==> config.mk <==
export PLATFORM = sky130hd
export DESIGN_NAME = ppsq_sequencer
export DESIGN_NICKNAME = d
export VERILOG_FILES = /design/src/ppsq_pkg.sv /design/src/ppsq_sync.sv /design/src/ppsq_sequencer.sv
export VERILOG_INCLUDE_DIRS = /design/src
export SDC_FILE = /design/constraint.sdc
export NUM_CORES = 1
export LEC_CHECK = 0
export BUFFER_PORTS_ARGS = -buffer_cell sky130_fd_sc_hd__buf_2
export CAP_MARGIN = 20
export CORE_MARGIN = 1
export CORE_UTILIZATION = 60
export DETAILED_ROUTE_END_ITERATION = 8
export HOLD_SLACK_MARGIN = 0.1
export PLACE_DENSITY = 0.8
export SLEW_MARGIN = 20
export SYNTH_ARGS = -nofsm -noshare
export SYNTH_HDL_FRONTEND = slang
export SYNTH_SLANG_ARGS = --single-unit
==> constraint.sdc <==
create_clock -name core_clk_i -period 4.9 [get_ports core_clk_i]
set_input_delay 0.735 -clock core_clk_i [delete_from_list [all_inputs] [get_ports core_clk_i]]
set_output_delay 0.735 -clock core_clk_i [all_outputs]
set_load 0.1 [all_outputs]
==> src/ppsq_cfg.svh <==
`ifndef PPSQ_CFG_SVH
`define PPSQ_CFG_SVH

// ****************************************************************
// Core clock.
// ****************************************************************
`define PPSQ_CORE_CLK_MHZ    25
`define PPSQ_CORE_PERIOD_NS  40

// ****************************************************************
// Sequence lengths in phase detector or feedback clock cycles.
// ****************************************************************
`define PPSQ_REF_CYCLES      65536
`define PPSQ_FB_CYCLES       65536
`define PPSQ_CAL_CYCLES      131072
`define PPSQ_LOCK_MIN        2048
`define PPSQ_LOCK_MAX        2560
`define PPSQ_LOCK_CYCLES     2304

// ****************************************************************
// Feedback counter word and output enable reset value.
// ****************************************************************
`define PPSQ_FB_CW           6'h20
`define PPSQ_CW_IDLE         6'h00
`define PPSQ_N_OUT           8
`define PPSQ_OE_DEFAULT      8'hff

`endif

==> src/ppsq_pkg.sv <==
package ppsq_pkg;

  // ****************************************************************
  // Sequencer states.
  // ****************************************************************
  typedef enum logic [6:0] {
    PPSQ_ST_OFF    = 7'h01,
    PPSQ_ST_CRYSTAL_OSCILLATOR_INPUT   = 7'h02,
    PPSQ_ST_REF    = 7'h04,
    PPSQ_ST_FB     = 7'h08,
    PPSQ_ST_CAL    = 7'h10,
    PPSQ_ST_RUN    = 7'h20,
    PPSQ_ST_LOCKED = 7'h40
  } ppsq_state_t;

  // ****************************************************************
  // Pin levels and reported status.
  // ****************************************************************
  typedef struct packed {
    logic por_ok;
    logic hard_reset_low_pin_n;
    logic power_down_low_pin_n;
    logic crystal_oscillator_input_swing_ok;
    logic crystal_oscillator_input_used;
    logic cal_fail;
  } ppsq_pins_t;

  typedef struct packed {
    logic outputs_on;
    logic locked;
    logic cal_active;
    logic cal_failed;
  } ppsq_status_t;

endpackage : ppsq_pkg

==> src/ppsq_sync.sv <==
`timescale 1ns/1ns

// ****************************************************************
// Two flop synchroniser with a rising edge pulse per bit.
// ****************************************************************
module ppsq_sync #(
  parameter int W = 1
) (
  input  wire logic         core_clk_i,
  input  wire logic         nrst_i,
  input  wire logic [W-1:0] async_i,
  output logic      [W-1:0] level_o,
  output logic      [W-1:0] rise_o
);

  logic [W-1:0] meta_q;
  logic [W-1:0] sync_q;
  logic [W-1:0] prev_q;

  always_ff @(posedge core_clk_i or negedge nrst_i) begin
    if (!nrst_i) begin
      meta_q <= '0;
      sync_q <= '0;
      prev_q <= '0;
    end else begin
      meta_q <= async_i;
      sync_q <= meta_q;
      prev_q <= sync_q;
    end
  end

  assign level_o = sync_q;
  assign rise_o  = sync_q & ~prev_q;

endmodule : ppsq_sync

==> src/ppsq_sequencer.sv <==
`timescale 1ns/1ns
`include "ppsq_cfg.svh"

module ppsq_sequencer #(
  parameter int unsigned N_OUT       = `PPSQ_N_OUT,
  parameter int unsigned CNT_W       = 18,
  parameter int unsigned REF_CYCLES  = `PPSQ_REF_CYCLES,
  parameter int unsigned FB_CYCLES   = `PPSQ_FB_CYCLES,
  parameter int unsigned CAL_CYCLES  = `PPSQ_CAL_CYCLES,
  parameter int unsigned LOCK_CYCLES = `PPSQ_LOCK_CYCLES
) (
  input  wire logic                     core_clk_i,
  input  wire logic                     nrst_i,
  input  wire ppsq_pkg::ppsq_pins_t     pins_i,
  input  wire logic                     phase_detector_clk_i,
  input  wire logic                     feedback_divided_clock_i,
  input  wire logic [N_OUT-1:0]         output_supply_rail_ok_i,
  input  wire logic                     oe_wr_i,
  input  wire logic [$clog2(N_OUT)-1:0] oe_sel_i,
  input  wire logic                     oe_val_i,
  input  wire logic                     lock_on_status_zero_i,
  input  wire logic                     lock_on_status_one_i,
  output logic      [N_OUT-1:0]         out_en_o,
  output logic                          status_pin_zero_o,
  output logic                          status_pin_one_o,
  output logic      [5:0]               counter_word_setting_o,
  output ppsq_pkg::ppsq_status_t        status_o
);

  import ppsq_pkg::*;

  // ****************************************************************
  // Input synchronisation.
  // ****************************************************************
  ppsq_pins_t       pins_s;
  logic [N_OUT-1:0] supply_s;
  logic [1:0]       clk_rise;
  logic             ref_tick;
  logic             fb_tick;
  logic             run_ok;

  ppsq_sync #(
    .W ($bits(ppsq_pins_t) + N_OUT)
  ) u_pin_sync (
    .core_clk_i (core_clk_i),
    .nrst_i     (nrst_i),
    .async_i    ({pins_i, output_supply_rail_ok_i}),
    .level_o    ({pins_s, supply_s}),
    .rise_o     ()
  );

  // The sampled clocks must run below half the core clock rate.
  ppsq_sync #(
    .W (2)
  ) u_clk_sync (
    .core_clk_i (core_clk_i),
    .nrst_i     (nrst_i),
    .async_i    ({phase_detector_clk_i, feedback_divided_clock_i}),
    .level_o    (),
    .rise_o     (clk_rise)
  );

  assign ref_tick = clk_rise[1];
  assign fb_tick  = clk_rise[0];

  // Any of the three release conditions dropping acts as a full reset.
  assign run_ok = pins_s.por_ok
                & pins_s.hard_reset_low_pin_n
                & pins_s.power_down_low_pin_n;

  // ****************************************************************
  // Counter helpers.
  // ****************************************************************
  function automatic logic cnt_last(input logic [CNT_W-1:0] c, input int unsigned lim);
    return c == CNT_W'(lim - 1);
  endfunction : cnt_last

  function automatic logic st_on(input ppsq_state_t s);
    return (s == PPSQ_ST_RUN) || (s == PPSQ_ST_LOCKED);
  endfunction : st_on

  // ****************************************************************
  // Sequencer state machine.
  // ****************************************************************
  ppsq_state_t      state_q;
  ppsq_state_t      state_d;
  logic [CNT_W-1:0] cnt_q;
  logic [CNT_W-1:0] cnt_d;
  logic             failed_q;
  logic             failed_d;

  always_comb begin
    state_d  = state_q;
    cnt_d    = cnt_q;
    failed_d = failed_q;
    if (!run_ok) begin
      state_d  = PPSQ_ST_OFF;
      cnt_d    = '0;
      failed_d = 1'b0;
    end else begin
      case (state_q)
        PPSQ_ST_OFF: begin
          state_d = PPSQ_ST_CRYSTAL_OSCILLATOR_INPUT;
        end
        PPSQ_ST_CRYSTAL_OSCILLATOR_INPUT: begin
          if (!pins_s.crystal_oscillator_input_used || pins_s.crystal_oscillator_input_swing_ok) begin
            state_d = PPSQ_ST_REF;
            cnt_d   = '0;
          end
        end
        PPSQ_ST_REF: begin
          if (ref_tick) begin
            if (cnt_last(cnt_q, REF_CYCLES)) begin
              state_d = PPSQ_ST_FB;
              cnt_d   = '0;
            end else begin
              cnt_d = cnt_q + 1'b1;
            end
          end
        end
        PPSQ_ST_FB: begin
          if (fb_tick) begin
            if (cnt_last(cnt_q, FB_CYCLES)) begin
              state_d = PPSQ_ST_CAL;
              cnt_d   = '0;
            end else begin
              cnt_d = cnt_q + 1'b1;
            end
          end
        end
        PPSQ_ST_CAL: begin
          if (failed_q || pins_s.cal_fail) begin
            failed_d = 1'b1;
          end else if (ref_tick) begin
            if (cnt_last(cnt_q, CAL_CYCLES)) begin
              state_d = PPSQ_ST_RUN;
              cnt_d   = '0;
            end else begin
              cnt_d = cnt_q + 1'b1;
            end
          end
        end
        PPSQ_ST_RUN: begin
          if (ref_tick) begin
            if (cnt_last(cnt_q, LOCK_CYCLES)) begin
              state_d = PPSQ_ST_LOCKED;
              cnt_d   = '0;
            end else begin
              cnt_d = cnt_q + 1'b1;
            end
          end
        end
        PPSQ_ST_LOCKED: begin
          state_d = PPSQ_ST_LOCKED;
        end
        default: begin
          state_d = PPSQ_ST_OFF;
          cnt_d   = '0;
        end
      endcase
    end
  end

  always_ff @(posedge core_clk_i or negedge nrst_i) begin
    if (!nrst_i) begin
      state_q  <= PPSQ_ST_OFF;
      cnt_q    <= '0;
      failed_q <= 1'b0;
    end else begin
      state_q  <= state_d;
      cnt_q    <= cnt_d;
      failed_q <= failed_d;
    end
  end

  // ****************************************************************
  // Output enable register, written one bit at a time.
  // ****************************************************************
  logic [N_OUT-1:0] oe_q;

  always_ff @(posedge core_clk_i or negedge nrst_i) begin
    if (!nrst_i) begin
      oe_q <= N_OUT'(`PPSQ_OE_DEFAULT);
    end else if (!run_ok) begin
      oe_q <= N_OUT'(`PPSQ_OE_DEFAULT);
    end else if (oe_wr_i) begin
      oe_q[oe_sel_i] <= oe_val_i;
    end
  end

  // ****************************************************************
  // Registered outputs, driven from the next state.
  // ****************************************************************
  logic lock_d;

  assign lock_d = (state_d == PPSQ_ST_LOCKED);

  always_ff @(posedge core_clk_i or negedge nrst_i) begin
    if (!nrst_i) begin
      out_en_o               <= '0;
      status_pin_zero_o      <= 1'b0;
      status_pin_one_o       <= 1'b0;
      counter_word_setting_o <= `PPSQ_CW_IDLE;
      status_o               <= '0;
    end else begin
      out_en_o <= st_on(state_d) ? (oe_q & supply_s) : '0;
      status_pin_zero_o      <= lock_on_status_zero_i & lock_d;
      status_pin_one_o       <= lock_on_status_one_i & lock_d;
      counter_word_setting_o <= (state_d == PPSQ_ST_FB) ? `PPSQ_FB_CW : `PPSQ_CW_IDLE;
      status_o.outputs_on    <= st_on(state_d);
      status_o.locked        <= lock_d;
      status_o.cal_active    <= (state_d == PPSQ_ST_CAL);
      status_o.cal_failed    <= failed_d;
    end
  end

  // ****************************************************************
  // Assertions.
  // ****************************************************************
  localparam int LOCK_MIN = `PPSQ_LOCK_MIN;
  localparam int LOCK_MAX = `PPSQ_LOCK_MAX;

  logic [11:0] lock_age_q;

  always_ff @(posedge core_clk_i or negedge nrst_i) begin
    if (!nrst_i) begin
      lock_age_q <= '0;
    end else if (state_q != PPSQ_ST_RUN) begin
      lock_age_q <= '0;
    end else if (ref_tick && (lock_age_q != 12'hfff)) begin
      lock_age_q <= lock_age_q + 12'h001;
    end
  end
endmodule : ppsq_sequencer

==> impl_metrics.csv, run 1 <==
group,metric,value,unit
timing,setup_violations,0,
cts,cts_resized,0,
cts,postCtsSetupBuffers,0,
cts,cts_buffers,9,
yosys,dominantRegCellSynth,"dfrtp_1",
critical_path,worstPathMaxFanout,12,
yosys,synthCells,316,
yosys,synth.cell_area,3550,um^2
routing,wl,6810,um
timing,worstMarginPinSlew,1.00,ns
cts,htree_levels,3,
power_and_ir_drop,swShare,24.2,%
floorplanning,ios,45,
timing,finalCriticalPeriod,2.70,ns
routing,wl_per_cell,15.7,um
timing,fin_crit_sh,55.1,%
yosys,synthTopCellsByArea,"dfrtp_1, dfstp_2, nand2_1",
power_and_ir_drop,power_frac_comb,5.2,%
critical_path,required,5.16,ns
run_status,status,"complete, no violations",
timing,hold_viol,0,
global_route,grt_overflow,0,
timing,whs,0.254,ns
yosys,ys_types,69,
layout,multi_input_area,1390,um^2
job,cap_violations,0,
layout,fin_cells,433,
routing,vias,2605,
timing,setup_tns,0,ns
routing,drtPass1Iterations,4,
global_route,grt_start_max_net_pins,83,
timing,slew_headroom,33.1,%
yosys,synth-async-reset-ratio,100,%
timing,finalMaxSlewViolations,0,
power_and_ir_drop,internal_power,965,uW
timing,rsz0062_at_grt,"false",
critical_path,critPathKind,"reg2reg",
routing,detail_route.vias_per_cell,6.02,
layout,drive_above_1_share,24.1,%
placed_design,portBuffers,39,
yosys,ys_seq_area_share,58.2,%
global_route,grt_pass1_vias,2537,
critical_path,crit_path_end_kind,"flop",
layout,regArea,2060,um^2
global_route,grt_pass1_wl,11700,um
cts,clk_latency,0.36,ns
cts,cts.sinks,82,
yosys,synth-edff-count,0,
routing,drtIter0Drc,252,
timing,max_freq,0.370,GHz
cts,clk_pin_slew,0.09,ns
power_and_ir_drop,clkPwrFrac,40.0,%
timing,clock_skew,0.00981,ns
power_and_ir_drop,total_leakage_power,0.00181,uW
floorplanning,core_area,5610,um^2
layout,nNetsFinal,382,
placed_design,dpl.hpwl,4600,um
global_route,grt_use_total,25.0,%
power_and_ir_drop,sequentialPowerShare,54.8,%
power_and_ir_drop,peakVddDrop,0.000259,V
min_path,hp-class,"in2async",
cts,ctsHoldBuffers,0,
yosys,synth_area_leader_cell,"dfrtp_1",
cts,cts_tree,"done",
floorplanning,fp.dieH,78.9,um
global_route,antenna_found_initial,0,
placed_design,place.gp.congestion,0.921,
floorplanning,rows,27,
power_and_ir_drop,p_per_area,318,nW/um^2
floorplanning,die_w,78.9,um
critical_path,cp.arrival,2.96,ns
layout,syn_to_final_growth,12.7,%
power_and_ir_drop,p_sw,307,uW
layout,antenna_cells,0,
yosys,ys_seq_elements,82,
critical_path,critPathLaunchType,"flop",
routing,detail-route-antenna-nets,0,
yosys,synth_top_area_share,51.5,%
yosys,post_synth.cell_area_avg,11.2,um^2
layout,num-fill-cells,418,
floorplanning,die_area,6220,um^2
routing,drc,0,
cts,cts_root_buf,"clkbuf_8",
placed_design,dp.cells,416,
cts,clk_path_buf_depth,2,
yosys,ys.warnings.count,0,
floorplanning,start_util,63.2,%
==> worst paths after layout <==
kind / start / to / slack (ns) / depth (start not counted)
worst max-delay path: state_q[0]$_DFF_PN1_ / cnt_q[13]$_DFFE_PN0P_ / 2.20 / 6
worst min-delay path: nrst_i / cnt_q[12]$_DFFE_PN0P_ / 0.25 / 1
worst max register to register: state_q[0]$_DFF_PN1_ / cnt_q[13]$_DFFE_PN0P_ / 2.20 / 6
worst min register to register: u_pin_sync.meta_q[5]$_DFF_PN0_ / u_pin_sync.level_o[5]$_DFF_PN0_ / 0.35 / 0
max in group asynchronous: nrst_i / oe_q[6]$_DFFE_PN1P_ / 4.01 / 2
min in group core_clk_i: u_pin_sync.meta_q[5]$_DFF_PN0_ / u_pin_sync.level_o[5]$_DFF_PN0_ / 0.35 / 0
==> power by group through the flow <==
stage / combinational (uW) / sequential [uW] / clock (uW)
after floorplan: 38.4 / 709 / 0
after global placement: 62.9 / 710 / 0
after detailed placement: 63.7 / 711 / 0
after CTS: 63.7 / 698 / 522
after global routing: 72.4 / 699 / 548
final: 66.0 / 697 / 509
==> flip-flops by register name, indices dropped and copies added, names as in the netlist <==
name                    cells
cnt_q                      18
counter_word_setting_o      1
oe_q                        8
out_en_o                    8
state_q                     7
status_o                    4
status_pin_one_o            1
status_pin_zero_o           1
u_clk_sync.level_o          2
u_clk_sync.meta_q           2
u_clk_sync.prev_q           2
u_pin_sync.level_o         14
u_pin_sync.meta_q          14
==> final cells by class <==
type | count | share of cell area [%]
Clock buffer | 10 | 3.45
Clock inverter | 6 | 1.82
Inverter | 5 | 0.470
Multi-Input combinational cell | 218 | 34.7
Sequential cell | 82 | 51.6
Tap cell | 72 | 2.25
Timing Repair Buffer | 40 | 5.64
==> worst max-delay path, cell delays in order (launching register included) <==
cell	delay (ns)
dfstp_2	0.59
nor4bb_1	0.07
o211ai_1	0.24
o221ai_1	0.20
a32oi_1	0.79
nand2_1	0.34
o311ai_1	0.37
==> metrics by stage <==
step	setup slack (ns)	power, uW	instance area [um^2]	util, %
finish	2.20	1270	4000	71.2
global route	2.08	1320	4000	71.2
CTS	2.30	1280	3970	70.7
detailed placement	2.31	774	3760	67.0
global placement	2.35	773	3760	67.0
floorplan	2.59	747	3560	-
==> synth_stat cells, types with 5 or more instances <==
| cell type | instances |
|---|---|
| nor2b_1 | 9 |
| nor3_1 | 10 |
| a21oi_1 | 8 |
| nand3_1 | 18 |
| dfrtp_1 | 73 |
| o211ai_1 | 5 |
| o21ai_0 | 9 |
| nor2_1 | 15 |
| a22o_1 | 7 |
| o21ai_1 | 8 |
| nand2_1 | 31 |
| and3_1 | 9 |
| dfstp_2 | 9 |
| buf_4 | 6 |
| mux2i_1 | 5 |
| inv_1 | 5 |
==> layer usage <==
metal | global-route usage (%) | part of all wire [%] | vias up
li1 | - | - | 1226
met1 | 34.2 | 44 | 1270
met2 | 37.2 | 48 | 95
met3 | 5.17 | 5.6 | 14
met4 | 14.5 | 2.0 | 0
met5 | 0 | 0 | -
==> kinds of logic after synthesis <==
logic type | count (synthesis) | synth area share [%]
AO/OA/AOI/OAI | 64 | 13.4
buffers and inverters | 20 | 3.10
AND/OR/NAND/NOR | 140 | 22.7
flip-flops | 82 | 58.2
adder cells (fa/ha/maj) | 1 | 0.353
other | 1 | 0.106
multiplexers | 5 | 1.41
XOR/XNOR | 3 | 0.741
==> placed cells by master (no fill, tap or decap), drive strengths merged, types with 3 or more instances in the layout <==
master	Yosys	final
dfrtp	73	73
buf	11	40
nand2	31	31
nand3	18	18
o21ai	17	17
nor2	16	16
and3	13	13
nor3	12	12
clkbuf	4	10
nor2b	9	9
dfstp	9	9
a21oi	9	9
a22o	7	7
inv	5	7
o211ai	5	5
mux2i	5	5
conb	1	5
nand4	5	5
and2	5	5
nand2b	4	4
nor3b	4	4
nand4b	3	3
or2	3	3
or4	3	3
and2b	3	3
o311ai	3	3
(Power assumes the default switching activity.)
==> inputs of run 2 (changes only) <==
--- a/config.mk
+++ b/config.mk
@@ -6,13 +6,14 @@
 export SDC_FILE = /design/constraint.sdc
 export NUM_CORES = 1
 export LEC_CHECK = 0
+export ABC_AREA = 1
 export BUFFER_PORTS_ARGS = -buffer_cell sky130_fd_sc_hd__buf_2
 export CAP_MARGIN = 20
 export CORE_MARGIN = 1
-export CORE_UTILIZATION = 60
+export CORE_UTILIZATION = 58
 export DETAILED_ROUTE_END_ITERATION = 8
 export HOLD_SLACK_MARGIN = 0.1
-export PLACE_DENSITY = 0.8
+export PLACE_DENSITY = 0.77
 export SLEW_MARGIN = 20
 export SYNTH_ARGS = -nofsm -noshare
 export SYNTH_HDL_FRONTEND = slang
==> constraint.sdc (replaced) <==
create_clock -name core_clk_i -period 2.5 [get_ports core_clk_i]
set_input_delay 0.375 -clock core_clk_i [delete_from_list [all_inputs] [get_ports core_clk_i]]
set_output_delay 0.375 -clock core_clk_i [all_outputs]
set_load 0.1 [all_outputs]
==> run 2 against run 1 <==
Compared with the run above: clock-buffer cell count up 1; first-iteration DRC count up 12%; register-to-register slack worse by 1.8 ns; hold slack worse by 0.13 ns; routed wire length up 21%; critical path type unchanged; cell count up 29%; global-route usage up 0.32 points; critical endpoint is now cnt_q[2]$_DFFE_PN0P_; die area up 13%; sequential share of layout area down 4.2 points.
==> impl_metrics.csv, run 2 <==
group,metric,value,unit
routing,drtPass1Iterations,5,
yosys,synth_top_area_share,47.1,%
floorplanning,die_area,7020,um^2
routing,drc,0,
yosys,synthXorXnorAreaFrac,0.678,%
global_route,grt_start_max_net_pins,44,
cts,postCtsSetupBuffers,0,
routing,detail-route-antenna-nets,0,
layout,syn_to_final_growth,12.1,%
global_route,grt_pass1_vias,2961,
timing,setup_violations,0,
power_and_ir_drop,peakVddDrop,0.000517,V
yosys,post_synth.cell_area_avg,9.00,um^2
global_route,grt_use_total,25.3,%
power_and_ir_drop,internal_power,1890,uW
yosys,dominantRegCellSynth,"dfrtp_1",
timing,slew_headroom,63.9,%
yosys,synth_common_cells,"nand2_1, dfrtp_1, nor2_1",
yosys,synth_compound_area_share,9.26,%
layout,largest_register_ffs,18,
layout,layout_common_cells,"nand2_1, dfrtp_1, nor2_1",
timing,fin_crit_sh,84.2,%
global_route,antenna_found_initial,0,
critical_path,cp.arrival,2.33,ns
timing,rsz0062_at_grt,"false",
cts,cts.sinks,82,
min_path,hp-class,"in2reg",
yosys,ys_seq_elements,82,
power_and_ir_drop,p_sw,622,uW
cts,cts_root_buf,"clkbuf_8",
layout,nNetsFinal,504,
timing,whs,0.127,ns
layout,top_register,"cnt_q",
floorplanning,start_util,60.7,%
routing,drtIter0Drc,281,
global_route,grt.busiest_layer,"met2",
power_and_ir_drop,swShare,24.8,%
placed_design,dp.cells,543,
timing,finalMaxSlewViolations,0,
power_and_ir_drop,p_per_area,577,nW/um^2
power_and_ir_drop,total_leakage_power,0.00229,uW
yosys,ys.warnings.count,0,
cts,ctsHoldBuffers,1,
timing,max_freq,0.475,GHz
yosys,synth.most_common_cell,"nand2_1",
timing,worstMarginPinSlew,0.542,ns
placed_design,place.gp.congestion,0.958,
floorplanning,ios,45,
yosys,synth.cell_area,3880,um^2
power_and_ir_drop,clkPwrFrac,39.9,%
floorplanning,core_area,6390,um^2
critical_path,crit_path_end_kind,"flop",
timing,clock_skew,0.0178,ns
yosys,synthSimpleGateAreaFrac,28.5,%
global_route,grtUsageMet3,3.76,%
timing,finalCriticalPeriod,2.10,ns
yosys,ys_types,38,
critical_path,required,2.73,ns
job,cap_violations,0,
yosys,synthCells,431,
routing,detail_route.vias_per_cell,5.48,
timing,setup_slack,0.396,ns
floorplanning,rows,29,
global_route,grt_overflow,0,
cts,cts_buffers,9,
routing,wl,8220,um
yosys,synth-async-reset-ratio,100,%
placed_design,place_ws,0.427,ns
critical_path,critPathKind,"reg2reg",
floorplanning,fp.dieH,83.8,um
global_route,grt_pass1_wl,13900,um
yosys,synth_top_family_by_area,"simple AND/OR/NAND/NOR gates",
yosys,synthMuxAreaShare,0,%
layout,antenna_cells,0,
placed_design,place_area,4130,um^2
timing,setup_tns,0,ns
cts,clk_path_buf_depth,2,
cts,cts_tree,"done",
cts,htree_levels,3,
cts,cts_resized,0,
routing,vias,3070,
yosys,synthAdderAreaFrac,0.323,%
timing,hold_viol,0,
layout,drive_above_1_share,23.0,%
placed_design,portBuffers,39,
yosys,synthTopCellsByArea,"dfrtp_1, nand2_1, dfstp_2",
run_status,status,"complete, no violations",
layout,design_area,4350,um^2
power_and_ir_drop,power_frac_comb,5.6,%
floorplanning,die_w,83.8,um
layout,fin_cells,560,
routing,wl_per_cell,14.7,um
placed_design,dpl.hpwl,5940,um
cts,clk_pin_slew,0.08,ns
global_route,grt_use_met2,38.8,%
yosys,synth_area_leader_cell,"dfrtp_1",
power_and_ir_drop,sequentialPowerShare,54.5,%
global_route,gr-usage-met1,36.3,%
yosys,synth-edff-count,0,
critical_path,worstPathMaxFanout,8,
cts,clk_latency,0.36,ns
critical_path,critPathLaunchType,"flop",
yosys,ys_seq_area_share,53.2,%
layout,layout_commonest_cell,"nand2_1",
[run 2: changes by cell type after synthesis, moves of 7 or more]
| cell | previous run | this run |
|---|---|---|
| and3_1 | 9 | 0 |
| a22o_1 | 7 | 0 |
| o21ai_0 | 9 | 16 |
| o311ai_0 | 1 | 8 |
| nand3_1 | 18 | 40 |
| nand2_1 | 31 | 81 |
| nor3_1 | 10 | 1 |
| inv_1 | 5 | 50 |
| nor2b_1 | 9 | 0 |
| o21ai_1 | 8 | 1 |
| nor2_1 | 15 | 52 |
| nor2_2 | 0 | 10 |
| nand4_1 | 4 | 15 |
[run 2: final timing paths]
kind | endpoint | depth (start not counted) | startpoint | slack [ns]
worst max-delay path | cnt_q[2]$_DFFE_PN0P_ | 12 | cnt_q[0]$_DFFE_PN0P_ | 0.40
worst min-delay path | u_pin_sync.meta_q[6]$_DFF_PN0_ | 1 | output_supply_rail_ok_i[6] | 0.13
worst max register to register | cnt_q[2]$_DFFE_PN0P_ | 12 | cnt_q[0]$_DFFE_PN0P_ | 0.40
worst min register to register | u_pin_sync.level_o[11]$_DFF_PN0_ | 0 | u_pin_sync.meta_q[11]$_DFF_PN0_ | 0.35
max in group asynchronous | oe_q[4]$_DFFE_PN1P_ | 3 | nrst_i | 1.30
min in group asynchronous | cnt_q[11]$_DFFE_PN0P_ | 2 | nrst_i | 0.53
[run 2: power groups by stage]
| stage | registers, uW | logic, uW | clock network [uW] |
|---|---|---|---|
| finish | 1370 | 141 | 1000 |
| global route | 1370 | 158 | 1070 |
| CTS | 1370 | 143 | 1020 |
| detailed placement | 1390 | 141 | 0 |
| global placement | 1390 | 137 | 0 |
| floorplan | 1390 | 86.1 | 0 |
[run 2: critical path, stage by stage (launching register included)]
cell and delay (ns):
dfrtp_1 0.38, ha_1 0.21, nand2_1 0.10, nor2_2 0.19
nand2_4 0.12, nor2_8 0.17, nand2_2 0.12, nand2_1 0.10
nand3_1 0.15, nand3_1 0.21, nand2_1 0.11, inv_2 0.10
a21oi_1 0.04
[run 2: routing by layer]
metal	wire length (um)	vias up
met1	3750	1446
met3	419	18
met5	0	-
met4	131	0
li1	-	1484
met2	3920	122
[run 2: kinds of logic after synthesis]
| group | count (synthesis) |
|---|---|
| compound gates | 54 |
| fa+ha+maj | 1 |
| xor+xnor | 3 |
| other cells | 1 |
| simple gates | 222 |
| flops | 82 |
| buf+inv | 68 |
[run 2: cell type report]
class | instances | area, um^2
sequential | 82 | 2060
fill | 512 | 2040
multi-input combinational | 285 | 1520
timing repair buffer | 43 | 243
inverter | 57 | 219
clock buffer | 11 | 141
tap | 77 | 96.3
clock inverter | 5 | 63.8
[run 2: through the flow]
stage / util (%) / total power (uW)
2_1_floorplan: - / 1480
3_3_place_gp: 64.7 / 1530
3_5_place_dp: 64.7 / 1530
4_1_cts: 68.1 / 2530
5_1_grt: 68.1 / 2600
6_report: 68.1 / 2510
==> inputs of run 3 (changes only) <==
--- a/config.mk
+++ b/config.mk
@@ -10,10 +10,10 @@
 export BUFFER_PORTS_ARGS = -buffer_cell sky130_fd_sc_hd__buf_2
 export CAP_MARGIN = 20
 export CORE_MARGIN = 1
-export CORE_UTILIZATION = 58
+export CORE_UTILIZATION = 52
 export DETAILED_ROUTE_END_ITERATION = 8
 export HOLD_SLACK_MARGIN = 0.1
-export PLACE_DENSITY = 0.77
+export PLACE_DENSITY = 0.73
 export SLEW_MARGIN = 20
 export SYNTH_ARGS = -nofsm -noshare
 export SYNTH_HDL_FRONTEND = slang
==> constraint.sdc (replaced) <==
create_clock -name core_clk_i -period 1.8 [get_ports core_clk_i]
set_input_delay 0.27 -clock core_clk_i [delete_from_list [all_inputs] [get_ports core_clk_i]]
set_output_delay 0.27 -clock core_clk_i [all_outputs]
set_load 0.1 [all_outputs]
==> run 3 against run 2 <==
Compared with the run above: clock skew is 0.0058 ns lower; sequential share of layout area fell by 8.1 points; routed wire length is 11% higher; critical path depth down 1; highest routed layer unchanged; flip-flop and latch count unchanged; the flow now finishes with violations (negative setup slack); critical path type unchanged.
==> impl_metrics.csv, run 3 (synthesis gave the netlist of run 2 again) <==
group,metric,value,unit
routing,vias,3334,
floorplanning,core_area,7210,um^2
layout,largest_register_ffs,18,
timing,setup_slack,-0.143,ns
critical_path,crit_slowest_cell,"dfrtp_1",
timing,setup_violations,22,
critical_path,critPathLaunchType,"flop",
floorplanning,die_w,88.4,um
placed_design,portBuffers,39,
routing,detail_route.vias_per_cell,5.11,
routing,wl,9090,um
routing,drc,0,
timing,finalMaxSlewViolations,0,
critical_path,cp.arrival,2.23,ns
floorplanning,rows,31,
floorplanning,start_util,53.7,%
cts,clk_latency,0.36,ns
global_route,grt_use_total,24.3,%
critical_path,critPathKind,"reg2reg",
layout,drive_above_1_share,37.4,%
global_route,antenna_found_initial,0,
global_route,grt_pass1_wl,14300,um
timing,max_freq,0.515,GHz
power_and_ir_drop,peakVddDrop,0.000580,V
placed_design,dp.cells,597,
global_route,grt_start_max_net_pins,45,
layout,top_register,"cnt_q",
run_status,status,"finished, violations left",
floorplanning,ios,45,
cts,htree_levels,3,
routing,detail-route-antenna-nets,0,
cts,cts_buffers,9,
min_path,hp-class,"in2reg",
cts,cts_tree,"done",
layout,layout_commonest_cell,"dfrtp_1",
cts,cts.sinks,82,
routing,drtIter0Drc,205,
layout,antenna_cells,0,
timing,whs,0.260,ns
critical_path,max_stage_delay,0.41,ns
critical_path,crit_path_end_kind,"flop",
floorplanning,die_area,7810,um^2
power_and_ir_drop,total_leakage_power,0.00270,uW
cts,clk_pin_slew,0.10,ns
critical_path,crit_chain,"ha_4, nand2_4, nor2_4, nand2_4, nor2_8, nand4_1, nor2_1, nor2_1, nor2_2, nand2_4, a21oi_2",
timing,rsz0062_at_grt,"true",
routing,wl_per_cell,13.9,um
cts,cts_root_buf,"clkbuf_8",
layout,syn_to_final_growth,35.3,%
power_and_ir_drop,p_per_area,665,nW/um^2
placed_design,place.gp.congestion,0.943,
timing,fin_crit_sh,108,%
layout,fin_cells,653,
placed_design,dpl.hpwl,6030,um
layout,nNetsFinal,575,
routing,drtPass1Iterations,4,
layout,layout_common_cells,"dfrtp_1, nand2_1, inv_1",
critical_path,worstPathMaxFanout,7,
timing,hold_viol,0,
cts,clk_path_buf_depth,2,
job,cap_violations,0,
run_status,violations,"negative setup slack",
timing,clock_skew,0.0121,ns
critical_path,required,2.09,ns
global_route,grt_overflow,0,
timing,finalCriticalPeriod,1.94,ns
critical_path,crit_top_cell,"nand2_4",
global_route,grt_pass1_vias,3084,
floorplanning,fp.dieH,88.4,um
## run 3: cell count changes in the layout (fill, tap and decap cells not counted), sizes merged
cell         before  now
buf              42   93
bufinv            1    0
clkbuf           11    9
clkinv            4    3
dlygate4sd3       1   19
inv              57   61
nand2            89   90
or2               2    3
## run 3: final cells by class
class                      instances  area [um^2]
inverter                          57          224
multi-input combinational        287         1780
clock buffer                       9          124
clock inverter                     7         76.3
fill                             510         1970
timing repair buffer             112          852
sequential                        82         2070
tap                               99          124
## run 3: layer usage
layer	GRT usage [%]	routed length (um)	vias up
met4	10.3	229	0
met1	32.8	3840	1569
met2	38.7	4580	116
li1	-	-	1628
met3	4.66	437	21
met5	0	0	-
## run 3: worst paths after layout
kind	from	end	slack [ns]	depth (start not counted)
setup reg to reg	cnt_q[0]$_DFFE_PN0P_	out_en_o[7]$_DFF_PN0_	-0.14	11
setup / recovery	cnt_q[0]$_DFFE_PN0P_	out_en_o[7]$_DFF_PN0_	-0.14	11
max in group asynchronous	nrst_i	oe_q[7]$_DFFE_PN1P_	0.86	3
hold / removal	oe_sel_i[1]	oe_q[5]$_DFFE_PN1P_	0.26	4
hold reg to reg	u_clk_sync.meta_q[1]$_DFF_PN0_	u_clk_sync.level_o[1]$_DFF_PN0_	0.35	0
min in group asynchronous	nrst_i	cnt_q[15]$_DFFE_PN0P_	0.31	2
## run 3: report_power, final
part           internal (uW)  switching [uW]
Combinational           95.7             171
Sequential              1880            13.6
Clock                    554             772
## run 3: repair_timing
item                       CTS  global route
gates resized for setup     19            59
hold endpoints to repair    70             0
setup buffers                4            16
hold buffers                19             0
pin swaps                    9            16
cloned                       1             1
setup endpoints to repair   34            37
## run 3: worst max-delay path: cells and delay by family (launching register included)
family	cells	cell delay (ns)
and+or+nand+nor	9	1.15
AOI/OAI and AO/OA	1	0.14
DFF	1	0.41
adders and majority gates	1	0.17
## run 3: per-stage QoR
step	instance area (um^2)	TNS [ns]	power [uW]	util (%)	worst slack [ns]
after floorplan	3890	0	2050	-	0.0406
after global placement	4400	-1.07	2140	61.0	-0.159
after detailed placement	4400	-1.47	2150	61.0	-0.169
after CTS	4890	-0.217	3510	67.8	-0.0404
after global routing	5250	-4.66	3630	72.7	-0.250
final	5250	-2.03	3490	72.7	-0.143
